--- src/rtl/fdo_pkg.sv ---
// Package for the floppy drive option logic: strap encodings, carrier structs, APB map.
// Assumes a 32-bit APB slave and a 100 MHz core clock.
package fdo_pkg;

    ////////////////////////////////////////////////////////////////////////////
    // Select mode
    typedef enum logic [1:0] {
        FDO_SEL_DAISY,
        FDO_SEL_MULTIPLEX,
        FDO_SEL_TWO_DOUBLE
    } fdo_sel_mode_e;

    // Head load option
    typedef enum logic [1:0] {
        FDO_HL_DEFAULT,
        FDO_HL_OPT1,
        FDO_HL_OPT2,
        FDO_HL_OPT3
    } fdo_hl_mode_e;

    // Side select source
    typedef enum logic [1:0] {
        FDO_SIDE_LINE,
        FDO_SIDE_DIRECTION,
        FDO_SIDE_SELECT_LINES
    } fdo_side_mode_e;

    // In-use indicator source
    typedef enum logic [1:0] {
        FDO_IU_SELECT,
        FDO_IU_OPT1,
        FDO_IU_OPT2,
        FDO_IU_OPT3
    } fdo_iu_mode_e;

    ////////////////////////////////////////////////////////////////////////////
    // Configuration register fields
    localparam int FDO_CFG_SEL_LSB = 0;
    localparam int FDO_CFG_HL_LSB = 2;
    localparam int FDO_CFG_SIDE_LSB = 4;
    localparam int FDO_CFG_IU_LSB = 6;
    localparam int FDO_CFG_RR_BIT = 8;
    localparam int FDO_CFG_RI_BIT = 9;
    localparam int FDO_CFG_DL_BIT = 10;
    localparam int FDO_CFG_NP_BIT = 11;
    localparam int FDO_CFG_ADDR_LSB = 12;
    localparam int FDO_CFG_POS_LSB = 16;
    localparam int FDO_CFG_W = 18;
    localparam logic [FDO_CFG_W-1:0] FDO_CFG_RESET = 18'h00000;

    // Register byte offsets
    localparam logic [11:0] FDO_OFS_CFG = 12'h000;
    localparam logic [11:0] FDO_OFS_STATUS = 12'h004;
    localparam logic [11:0] FDO_OFS_DOOR = 12'h008;

    ////////////////////////////////////////////////////////////////////////////
    // Configuration carrier
    typedef struct packed {
        logic [1:0] daisy_position;
        logic spare;
        logic [2:0] multiplex_address;
        logic allow_write_protected;
        logic door_latch_enable;
        logic radial_index;
        logic radial_ready;
        fdo_iu_mode_e iu_mode;
        fdo_side_mode_e side_mode;
        fdo_hl_mode_e hl_mode;
        fdo_sel_mode_e sel_mode;
    } fdo_cfg_s;

    // Controller-side inputs, all active low on the cable
    typedef struct packed {
        logic [3:0] select_n;
        logic head_load_n;
        logic in_use_n;
        logic direction_n;
        logic step_n;
        logic side_n;
        logic write_gate_n;
    } fdo_ctl_s;

    // Mechanism status inputs, active high
    typedef struct packed {
        logic ready;
        logic index;
        logic protect;
        logic two_sided;
    } fdo_mech_s;

endpackage

--- src/rtl/fdo_option_logic.sv ---
// Option logic of a flexible disk drive: select decode, head load, side, status gating.
// Assumes cable inputs are asynchronous and configuration is written over APB before use.
// What this block does
// Multiplex mode: select line 1 strobes lines 2,3,4 as weights 1,2,4.
// Multiplex: selected when line 1 low and low address lines equal strap.
// Default: selection loads heads and powers stepper.
// Option one: select enables status; head-load input loads heads and powers stepper while selected.
// Option two: select powers stepper without loading heads.
// Option three: head-load input loads heads, no select, no stepper.
// Default head choice comes from the side select input.
// Side option one: direction chooses head; stepping needs a step pulse.
// Side option two: four select lines address two double-sided drives.
// Ready gated by select, or driven always on alternate output.
// Index gated by select, or driven always on alternate output.
// Default in-use lamp lit while select active.
// Default: door solenoid on only while select and ready both active.
// In-use and head-load inputs active low.
// In-use option one: lamp from select or in-use input.
// In-use option two: lamp from head-load or in-use input.
// In-use option three: lamp from in-use input only.
// Door latch option holds lock once started, until ready drops.
// Write override: protected disk does not block writing, still reported.
// Disk-change goes low when ready drops after select deasserted.
// Disk-change cleared on select falling edge (deselect) if ready.
// Two-sided output low for double-sided disk while selected.
// Factory: write blocked when disk write protected.
// Disk-change inactive high at reset; options are static configuration.
`timescale 1ns/100ps
module fdo_option_logic (
    input wire logic CORE_CLK,
    input wire logic RST_N,
    input wire logic PSEL,
    input wire logic PENABLE,
    input wire logic PWRITE,
    input wire logic [11:0] PADDR,
    input wire logic [31:0] PWDATA,
    output logic [31:0] PRDATA,
    output logic PREADY,
    output logic PSLVERR,
    input wire fdo_pkg::fdo_ctl_s CTL,
    input wire fdo_pkg::fdo_mech_s MECH,
    output logic HEAD_LOAD,
    output logic STEPPER_ON,
    output logic HEAD_SIDE,
    output logic STEP_PULSE,
    output logic STEP_DIR_IN,
    output logic WRITE_ENABLE,
    output logic READY_N,
    output logic INDEX_N,
    output logic READY_ALT_N,
    output logic INDEX_ALT_N,
    output logic PROTECT_N,
    output logic IN_USE_LAMP,
    output logic DOOR_LOCK,
    output logic DISK_CHANGE_N,
    output logic TWO_SIDED_N
);

    ////////////////////////////////////////////////////////////////////////////
    // Input synchronisers
    localparam int CTL_W = $bits(fdo_pkg::fdo_ctl_s);
    localparam int MECH_W = $bits(fdo_pkg::fdo_mech_s);
    logic [CTL_W-1:0] ctl_meta_reg;
    logic [CTL_W-1:0] ctl_sync_reg;
    logic [MECH_W-1:0] mech_meta_reg;
    logic [MECH_W-1:0] mech_sync_reg;

    always_ff @(posedge CORE_CLK or negedge RST_N) begin
        if (!RST_N) begin
            ctl_meta_reg <= '1;
            ctl_sync_reg <= '1;
            mech_meta_reg <= '0;
            mech_sync_reg <= '0;
        end else begin
            ctl_meta_reg <= CTL;
            ctl_sync_reg <= ctl_meta_reg;
            mech_meta_reg <= MECH;
            mech_sync_reg <= mech_meta_reg;
        end
    end

    fdo_pkg::fdo_ctl_s ctl;
    fdo_pkg::fdo_mech_s mech;
    assign ctl = fdo_pkg::fdo_ctl_s'(ctl_sync_reg);
    assign mech = fdo_pkg::fdo_mech_s'(mech_sync_reg);

    ////////////////////////////////////////////////////////////////////////////
    // APB slave
    logic [fdo_pkg::FDO_CFG_W-1:0] cfg_reg;
    logic [31:0] prdata_reg;
    logic pslverr_reg;
    logic pready_reg;

    wire apb_setup = PSEL && !PENABLE;
    wire hit_cfg = PADDR == fdo_pkg::FDO_OFS_CFG;
    wire hit_status = PADDR == fdo_pkg::FDO_OFS_STATUS;
    wire hit_door = PADDR == fdo_pkg::FDO_OFS_DOOR;
    wire hit_any = hit_cfg || hit_status || hit_door;
    wire cfg_write = PSEL && PENABLE && PWRITE && hit_cfg;

    fdo_pkg::fdo_cfg_s cfg;
    assign cfg = fdo_pkg::fdo_cfg_s'(cfg_reg);

    logic [31:0] status_word;
    logic [31:0] read_mux;
    assign read_mux = hit_cfg ? {{(32 - fdo_pkg::FDO_CFG_W){1'b0}}, cfg_reg}
        : hit_status ? status_word
        : hit_door ? {31'h0, DOOR_LOCK}
        : 32'h0;

    // Configuration is static once written; zero-wait-state answer
    always_ff @(posedge CORE_CLK or negedge RST_N) begin
        if (!RST_N) begin
            cfg_reg <= fdo_pkg::FDO_CFG_RESET;
            prdata_reg <= 32'h0;
            pslverr_reg <= 1'b0;
            pready_reg <= 1'b0;
        end else begin
            pready_reg <= apb_setup;
            pslverr_reg <= apb_setup && !hit_any;
            if (apb_setup) begin
                prdata_reg <= PWRITE ? 32'h0 : read_mux;
            end
            if (cfg_write && pready_reg) begin
                cfg_reg <= PWDATA[fdo_pkg::FDO_CFG_W-1:0];
            end
        end
    end

    assign PRDATA = prdata_reg;
    assign PREADY = pready_reg;
    assign PSLVERR = pslverr_reg;

    ////////////////////////////////////////////////////////////////////////////
    // Select decode
    wire [2:0] addr_lines = ~ctl.select_n[3:1];
    wire multiplex_compare_enable = !ctl.select_n[0];
    wire mux_selected = multiplex_compare_enable && (addr_lines == cfg.multiplex_address);
    wire daisy_selected = !ctl.select_n[cfg.daisy_position];
    // Drive one owns lines 1,2; drive two owns lines 3,4
    wire [1:0] pair_lines = cfg.daisy_position[1] ? ~ctl.select_n[3:2] : ~ctl.select_n[1:0];
    wire pair_selected = |pair_lines;
    wire pair_head = pair_lines[1];

    logic selected;
    always_comb begin
        case (cfg.sel_mode)
            fdo_pkg::FDO_SEL_MULTIPLEX: selected = mux_selected;
            fdo_pkg::FDO_SEL_TWO_DOUBLE: selected = pair_selected;
            default: selected = daisy_selected;
        endcase
    end

    ////////////////////////////////////////////////////////////////////////////
    // Head load and stepper
    wire head_load_in = !ctl.head_load_n;
    wire in_use_in = !ctl.in_use_n;
    logic load_next;
    logic stepper_next;
    logic status_enable;
    always_comb begin
        case (cfg.hl_mode)
            fdo_pkg::FDO_HL_OPT1: begin
                load_next = selected && head_load_in;
                stepper_next = selected && head_load_in;
                status_enable = selected;
            end
            fdo_pkg::FDO_HL_OPT2: begin
                load_next = selected && head_load_in;
                stepper_next = selected;
                status_enable = selected;
            end
            fdo_pkg::FDO_HL_OPT3: begin
                load_next = head_load_in;
                stepper_next = 1'b0;
                status_enable = selected;
            end
            default: begin
                load_next = selected;
                stepper_next = selected;
                status_enable = selected;
            end
        endcase
    end

    ////////////////////////////////////////////////////////////////////////////
    // Side select
    logic side_next;
    always_comb begin
        case (cfg.side_mode)
            fdo_pkg::FDO_SIDE_DIRECTION: side_next = !ctl.direction_n;
            fdo_pkg::FDO_SIDE_SELECT_LINES: side_next = pair_head;
            default: side_next = !ctl.side_n;
        endcase
    end
    // Motion only on a step pulse, so direction may carry side during transfers
    logic step_prev_reg;
    wire step_fall = step_prev_reg && ctl.step_n == 1'b0;
    wire step_next = step_fall && stepper_next;

    ////////////////////////////////////////////////////////////////////////////
    // In-use lamp and door lock
    logic lamp_next;
    always_comb begin
        case (cfg.iu_mode)
            fdo_pkg::FDO_IU_OPT1: lamp_next = selected || in_use_in;
            fdo_pkg::FDO_IU_OPT2: lamp_next = head_load_in || in_use_in;
            fdo_pkg::FDO_IU_OPT3: lamp_next = in_use_in;
            default: lamp_next = selected;
        endcase
    end

    logic door_latch_reg;
    wire lock_start = cfg.door_latch_enable ? (in_use_in || selected) && mech.ready
        : selected && mech.ready;
    // Latch holds until the drive drops ready
    wire door_latch_next = cfg.door_latch_enable && mech.ready && (door_latch_reg || lock_start);
    wire door_next = (selected && mech.ready) || door_latch_next;

    ////////////////////////////////////////////////////////////////////////////
    // Write protect and disk change
    wire write_next = !ctl.write_gate_n && selected && load_next
        && (cfg.allow_write_protected || !mech.protect);

    logic sel_prev_reg;
    logic ready_prev_reg;
    logic change_reg;
    wire sel_release = sel_prev_reg && !selected;
    wire ready_drop = ready_prev_reg && !mech.ready;
    // Set wins over clear
    wire change_next = (ready_drop && !selected) ? 1'b1
        : (sel_release && mech.ready) ? 1'b0
        : change_reg;

    assign status_word = {25'h0, change_reg, mech.two_sided, mech.protect,
        mech.index, mech.ready, selected, door_latch_reg};

    ////////////////////////////////////////////////////////////////////////////
    // Output flops
    always_ff @(posedge CORE_CLK or negedge RST_N) begin
        if (!RST_N) begin
            HEAD_LOAD <= 1'b0;
            STEPPER_ON <= 1'b0;
            HEAD_SIDE <= 1'b0;
            STEP_PULSE <= 1'b0;
            STEP_DIR_IN <= 1'b0;
            WRITE_ENABLE <= 1'b0;
            READY_N <= 1'b1;
            INDEX_N <= 1'b1;
            READY_ALT_N <= 1'b1;
            INDEX_ALT_N <= 1'b1;
            PROTECT_N <= 1'b1;
            IN_USE_LAMP <= 1'b0;
            DOOR_LOCK <= 1'b0;
            DISK_CHANGE_N <= 1'b1;
            TWO_SIDED_N <= 1'b1;
            step_prev_reg <= 1'b1;
            sel_prev_reg <= 1'b0;
            ready_prev_reg <= 1'b0;
            change_reg <= 1'b0;
            door_latch_reg <= 1'b0;
        end else begin
            HEAD_LOAD <= load_next;
            STEPPER_ON <= stepper_next;
            HEAD_SIDE <= side_next;
            STEP_PULSE <= step_next;
            STEP_DIR_IN <= !ctl.direction_n;
            WRITE_ENABLE <= write_next;
            READY_N <= !(status_enable && mech.ready);
            INDEX_N <= !(status_enable && mech.index);
            READY_ALT_N <= !(cfg.radial_ready && mech.ready);
            INDEX_ALT_N <= !(cfg.radial_index && mech.index);
            PROTECT_N <= !(status_enable && mech.protect);
            IN_USE_LAMP <= lamp_next;
            DOOR_LOCK <= door_next;
            DISK_CHANGE_N <= !change_next;
            TWO_SIDED_N <= !(status_enable && mech.two_sided);
            step_prev_reg <= ctl.step_n;
            sel_prev_reg <= selected;
            ready_prev_reg <= mech.ready;
            change_reg <= change_next;
            door_latch_reg <= door_latch_next;
        end
    end

endmodule

--- config.mk ---
export PLATFORM = sky130hd
export DESIGN_NAME = fdo_option_logic
export DESIGN_NICKNAME = d
export VERILOG_FILES = /design/src/rtl/fdo_pkg.sv /design/src/rtl/fdo_option_logic.sv
export SDC_FILE = /design/constraint.sdc
export NUM_CORES = 1
export LEC_CHECK = 0
export BUFFER_PORTS_ARGS = -buffer_cell sky130_fd_sc_hd__buf_2
export CAP_MARGIN = 30
export CORE_AREA = 2 2 72 102
export CTS_CLUSTER_SIZE = 14
export DETAILED_ROUTE_END_ITERATION = 7
export DIE_AREA = 0 0 74 104
export HOLD_SLACK_MARGIN = 0.06
export PLACE_DENSITY_LB_ADDON = 0.3
export SYNTH_ARGS = -nofsm -noshare
export SYNTH_HDL_FRONTEND = slang
export SYNTH_SLANG_ARGS = --single-unit
--- constraint.sdc ---
create_clock -name CORE_CLK -period 2.5 [get_ports CORE_CLK]
set_input_delay 0.5 -clock CORE_CLK [delete_from_list [all_inputs] [get_ports CORE_CLK]]
set_output_delay 0.5 -clock CORE_CLK [all_outputs]
set_load 0.02 [all_outputs]
After elaboration in Yosys (flattened, before gate mapping). Cells that the tools add are included.

Equality and inequality tests: 13. Order comparisons: 1. Reductions and logical operators: 55. Bitwise operators: 4. Muxes and demuxes: 15.

Operators with widths (number): $mux 18 (2); $logic_and 1x1->1 (26); $logic_not 1->1 (19); $eq 12x3->1 const B (1); $eq 12x4->1 const B (1); $eq 2x2->1 const B (6); $logic_not 12->1 (1); $eq 2x1->1 const B (4); $pmux 1 s2 (4); $logic_or 1x1->1 (7); $mux 7 (1); $mux 1 (5); $not 2->2 (2); $reduce_or 2->1 (2); $eq 3x3->1 (1); $lt 2x3->1 const B (1); $not 3->3 (1); $pmux 1 s3 (1); $bmux 1 s2 (1); $mux 2 (1); $not 1->1 (1).

Register bits: 100. Output and inout bits: 49. Input port bits: 63. Logic and storage cells: 116.

Depth between registers and ports, before layout.
Depth in word-level cells: 10. Gate-level depth with buffers: 8. Depth with buffers taken out: 7.

Least setup slack after synthesis. OpenSTA, ideal clock, no wires.

Path kind: input-to-reg. From: input PADDR[9]. To: register cfg_reg (netlist bit cfg[10]). Required time: 2.375 ns. Buffers on the path: 1. Arrival: 2.095 ns. Library setup time: 0.125 ns. Path slack: 0.279 ns. Stages on the path: 5. Cells stage by stage: or4_4 > nor4_4 > nand4_4 > buf_6 > mux2_4.

Word-level cells in the longest chain between the ends: 3.

RTL lines: start: declaration (RTL line fdo_option_logic.sv:35) `input wire logic [11:0] PADDR,`; $logic_not 12->1 (RTL line fdo_option_logic.sv:95) `wire hit_cfg = PADDR == fdo_pkg::FDO_OFS_CFG;`; $logic_and 1x1->1 (RTL line fdo_option_logic.sv:99) `wire cfg_write = PSEL && PENABLE && PWRITE && hit_cfg;`; $logic_and 1x1->1 (RTL line fdo_option_logic.sv:124) `if (cfg_write && pready_reg) begin`; end signal: assignment (RTL line fdo_option_logic.sv:114) `cfg_reg <= fdo_pkg::FDO_CFG_RESET;`; end signal: assignment (RTL line fdo_option_logic.sv:125) `cfg_reg <= PWDATA[fdo_pkg::FDO_CFG_W-1:0];`; end: declaration (RTL line fdo_option_logic.sv:89) `logic [fdo_pkg::FDO_CFG_W-1:0] cfg_reg;`.

No other way between the ends. A chain may end at the register's enable or synchronous reset.

Worst setup path in the final report.
From: register cfg_reg (netlist bit cfg[0]). To: register door_latch_reg.

Word-level cells in the longest chain between the ends: 7. Elaborated cells on any way between the ends: 9. Those cells by class: eq/ne (2); mux (2); reduce/logical (5).

RTL lines: $eq 2x2->1 or $eq 2x1->1 (tied branches) (RTL line fdo_option_logic.sv:147) `case (cfg.sel_mode)`; $pmux 1 s2 (*) (RTL line fdo_option_logic.sv:147); $logic_or 1x1->1 (RTL line fdo_option_logic.sv:214) `wire lock_start = cfg.door_latch_enable ? (in_use_in || selected) && mech.ready`; $logic_and 1x1->1 (RTL line fdo_option_logic.sv:214); $mux 1 (*) (RTL line fdo_option_logic.sv:214); $logic_or 1x1->1 (*) (RTL line fdo_option_logic.sv:217) `wire door_latch_next = cfg.door_latch_enable && mech.ready && (door_latch_reg || lock_start);`; $logic_and 1x1->1 (*) (RTL line fdo_option_logic.sv:217); via door_latch_next (RTL line fdo_option_logic.sv:217); end signal: assignment (RTL line fdo_option_logic.sv:282) `door_latch_reg <= door_latch_next;`; end: declaration (RTL line fdo_option_logic.sv:213) `logic door_latch_reg;`.

The timed path passes the listed nets; every way through them passes the cells marked *.

==> reports/metrics.csv <==
metric,value,unit
status,"complete, no violations",
grtUsageMet3,5.62,%
grt_max_degree,48,
synthMuxAreaShare,8.45,%
slew_violations,0,
cp.depth,6,
grt_use_met2,27.7,%
grt_pass1_vias,2118,
grt_usage,18.1,%
ctsLongestPathBuffers,2,
finalHoldViolCount,0,
route.detailed.drc,0,
drt_iter0_drc,93,
synth_ff_type,dfrtp_1,
synthAdderAreaFrac,2.64,%
grt_pass1_wl,10.3,mm
initial_core_util,48.8,%
arrival,2.28,ns
tns,0,ns
boundaryPins,112,
netlist_instances,235,
r2r-end,door_latch_reg$_DFF_PN0_,
hpwlAfterDp,4.37,mm
tightest_slew,0.507,ns
synth_edf_count,0,
htree_num_levels,3,
rr_worst_depth,6,
critPathBufInv,2,
p_total,2600,µW
cp-end-kind,register,
finalCritPeriodShare,81.5,%
num-fill-cells,568,
slew_headroom,66.2,%
avgViaCountPerCell,4.78,
worst-path-max-fanout,11,
gp_congestion,0.805,
grt.overflow.total,0,
yosysUniqueCellTypes,42,
reg2reg_slack,0.46,ns
die_h,104,µm
peakVddDrop,0.463,mV
cellPowerDensity,648,nW/µm²
path_common_cell,inv_1,
wl,6.20,mm
layout_commonest_cell,buf_2,
fin_worst_skew,0.00719,ns
synthSimpleGateAreaFrac,6.90,%
synth_compound_area_share,9.16,%
nets,397,
hold_buffers,0,
ys_ff_latch,86,
ctsRootBufferMaster,clkbuf_8,
met1_usage,23.3,%
cts-resized-gates,0,
syn_avg_cell_area,14.1,µm²
min_path_type,input pin to asynchronous set/reset pin,
drive_gt1_share,45.2,%
layout_min_cycle_time,2.04,ns
slowest_stage,dfrtp_1,
portBuffers,83,
cts_tree,built,
vias,2041,
yosysSeqAreaShare,65.9,%
numCtsBuffers,9,
synth-xor-area-share,0.792,%
core,6800,µm²
cp_slowest_stage_delay,0.40,ns
synth_warnings,0,
clkSinkCount,86,
critPathKind,register to register,
crit_path_cell_trace,inv_1 > ha_1 > a41oi_1 > a21o_1 > inv_1 > o311a_1,
fmax,0.491,GHz
avgRoutedWirePerCell,14.5,µm
rr_startpoint,cfg[0]$_DFFE_PN0P_,
clkSlewWorstSetupHoldPaths,0.08,ns
die_area,7700,µm²
gr-max-usage-layer,met2,
die_x,74,µm
ant_nets,0,
synth_top_family_by_area,compound AO/OA/AOI/OAI gates,
clock_latency,0.36,ns
rsz0062_at_grt,false,
setup_viol,0,
p_leak,0.00206,µW
synthesis.area,3320,µm²
final_cell_mix,"buf_2, dfrtp_1, dfstp_2",
async_flop_share,100,%
critPathLaunchType,register,
cts_setup_buffers,0,
cap_violations,0,
syn_to_final_growth,21.0,%
core.rowCount,36,
antennaDiodeCount,0,
crit_family,compound AO/OA/AOI/OAI gates,
critical_path_required,2.75,ns
antenna_found_initial,0,
drt-pass1-iter-count,4,
## kinds of logic (layout without fill, tap and decap cells)
| group | Yosys count | in the layout |
|---|---|---|
| buffers and inverters | 37 | 121 |
| muxes | 22 | 22 |
| other | 1 | 14 |
| DFF | 86 | 86 |
| and+or+nand+nor | 39 | 39 |
| xor gates and xnor gates | 3 | 3 |
| AOI/OAI and AO/OA | 40 | 40 |
| adders and majority gates | 7 | 7 |
## worst max path at each step
stage | startpoint | to | slack, ns
3_5_place_dp | PADDR[9] | cfg[11]$_DFFE_PN0P_ | 0.12
2_1_floorplan | PADDR[9] | cfg[10]$_DFFE_PN0P_ | 0.28
5_1_grt | cfg[0]$_DFFE_PN0P_ | HEAD_LOAD$_DFF_PN0_ | 0.31
4_1_cts | cfg[0]$_DFFE_PN0P_ | door_latch_reg$_DFF_PN0_ | 0.44
3_3_place_gp | PADDR[9] | cfg[10]$_DFFE_PN0P_ | 0.12
6_report | cfg[0]$_DFFE_PN0P_ | door_latch_reg$_DFF_PN0_ | 0.46
## layout make-up
cell class	instances	area, µm²	share of cell area, %
Sequential cell	86	2190	54.5
Multi-Input combinational cell	125	980	24.4
Timing Repair Buffer	87	460	11.5
Clock buffer	13	159	3.96
Tap cell	95	119	2.96
Inverter	18	67.6	1.68
Clock inverter	3	42.5	1.06
## routing by layer
metal,wire [µm],part of all wire (%)
met1,2640,43
met2,3050,49
met3,366,5.9
met4,148,2.4
met5,0,0
## power breakdown
| group | internal (µW) | switching (µW) | total [µW] |
|---|---|---|---|
| Sequential | 1450 | 17.1 | 1470 |
| Clock | 516 | 460 | 975 |
| Combinational | 55.1 | 105 | 160 |
| Total | 2020 | 582 | 2600 |
## per-stage QoR
step	util (%)	std cells	area (µm²)	hold WS [ns]	worst slack (ns)
3_3_place_gp	56.1	411	3810	0.332	0.125
3_5_place_dp	56.1	411	3810	0.337	0.117
4_1_cts	59.0	427	4020	0.120	0.438
2_1_floorplan	-	248	3370	0.204	0.279
6_report	59.0	427	4020	0.109	0.463
5_1_grt	59.0	427	4020	0.129	0.307
## cells in the mapped netlist, types with 2 or more instances
cell | instances | area, µm²
a2111oi_0 | 2 | 17.5
a211o_1 | 2 | 17.5
a21o_1 | 2 | 15.0
a21oi_1 | 4 | 20.0
a22o_1 | 10 | 87.6
and3_1 | 2 | 12.5
buf_4 | 14 | 105
clkbuf_1 | 3 | 11.3
dfrtp_1 | 58 | 1450
dfstp_2 | 28 | 736
ha_1 | 7 | 87.6
inv_1 | 18 | 67.6
mux2_2 | 8 | 90.1
mux2_4 | 10 | 150
mux2i_1 | 4 | 40.0
nand2_1 | 18 | 67.6
nand2b_1 | 2 | 12.5
nand3_1 | 2 | 10.0
nor2_1 | 5 | 18.8
o21ai_0 | 7 | 35.0
o221ai_1 | 6 | 52.6
xor2_1 | 3 | 26.3
No activity file was read; power rests on OpenSTA's default activity.
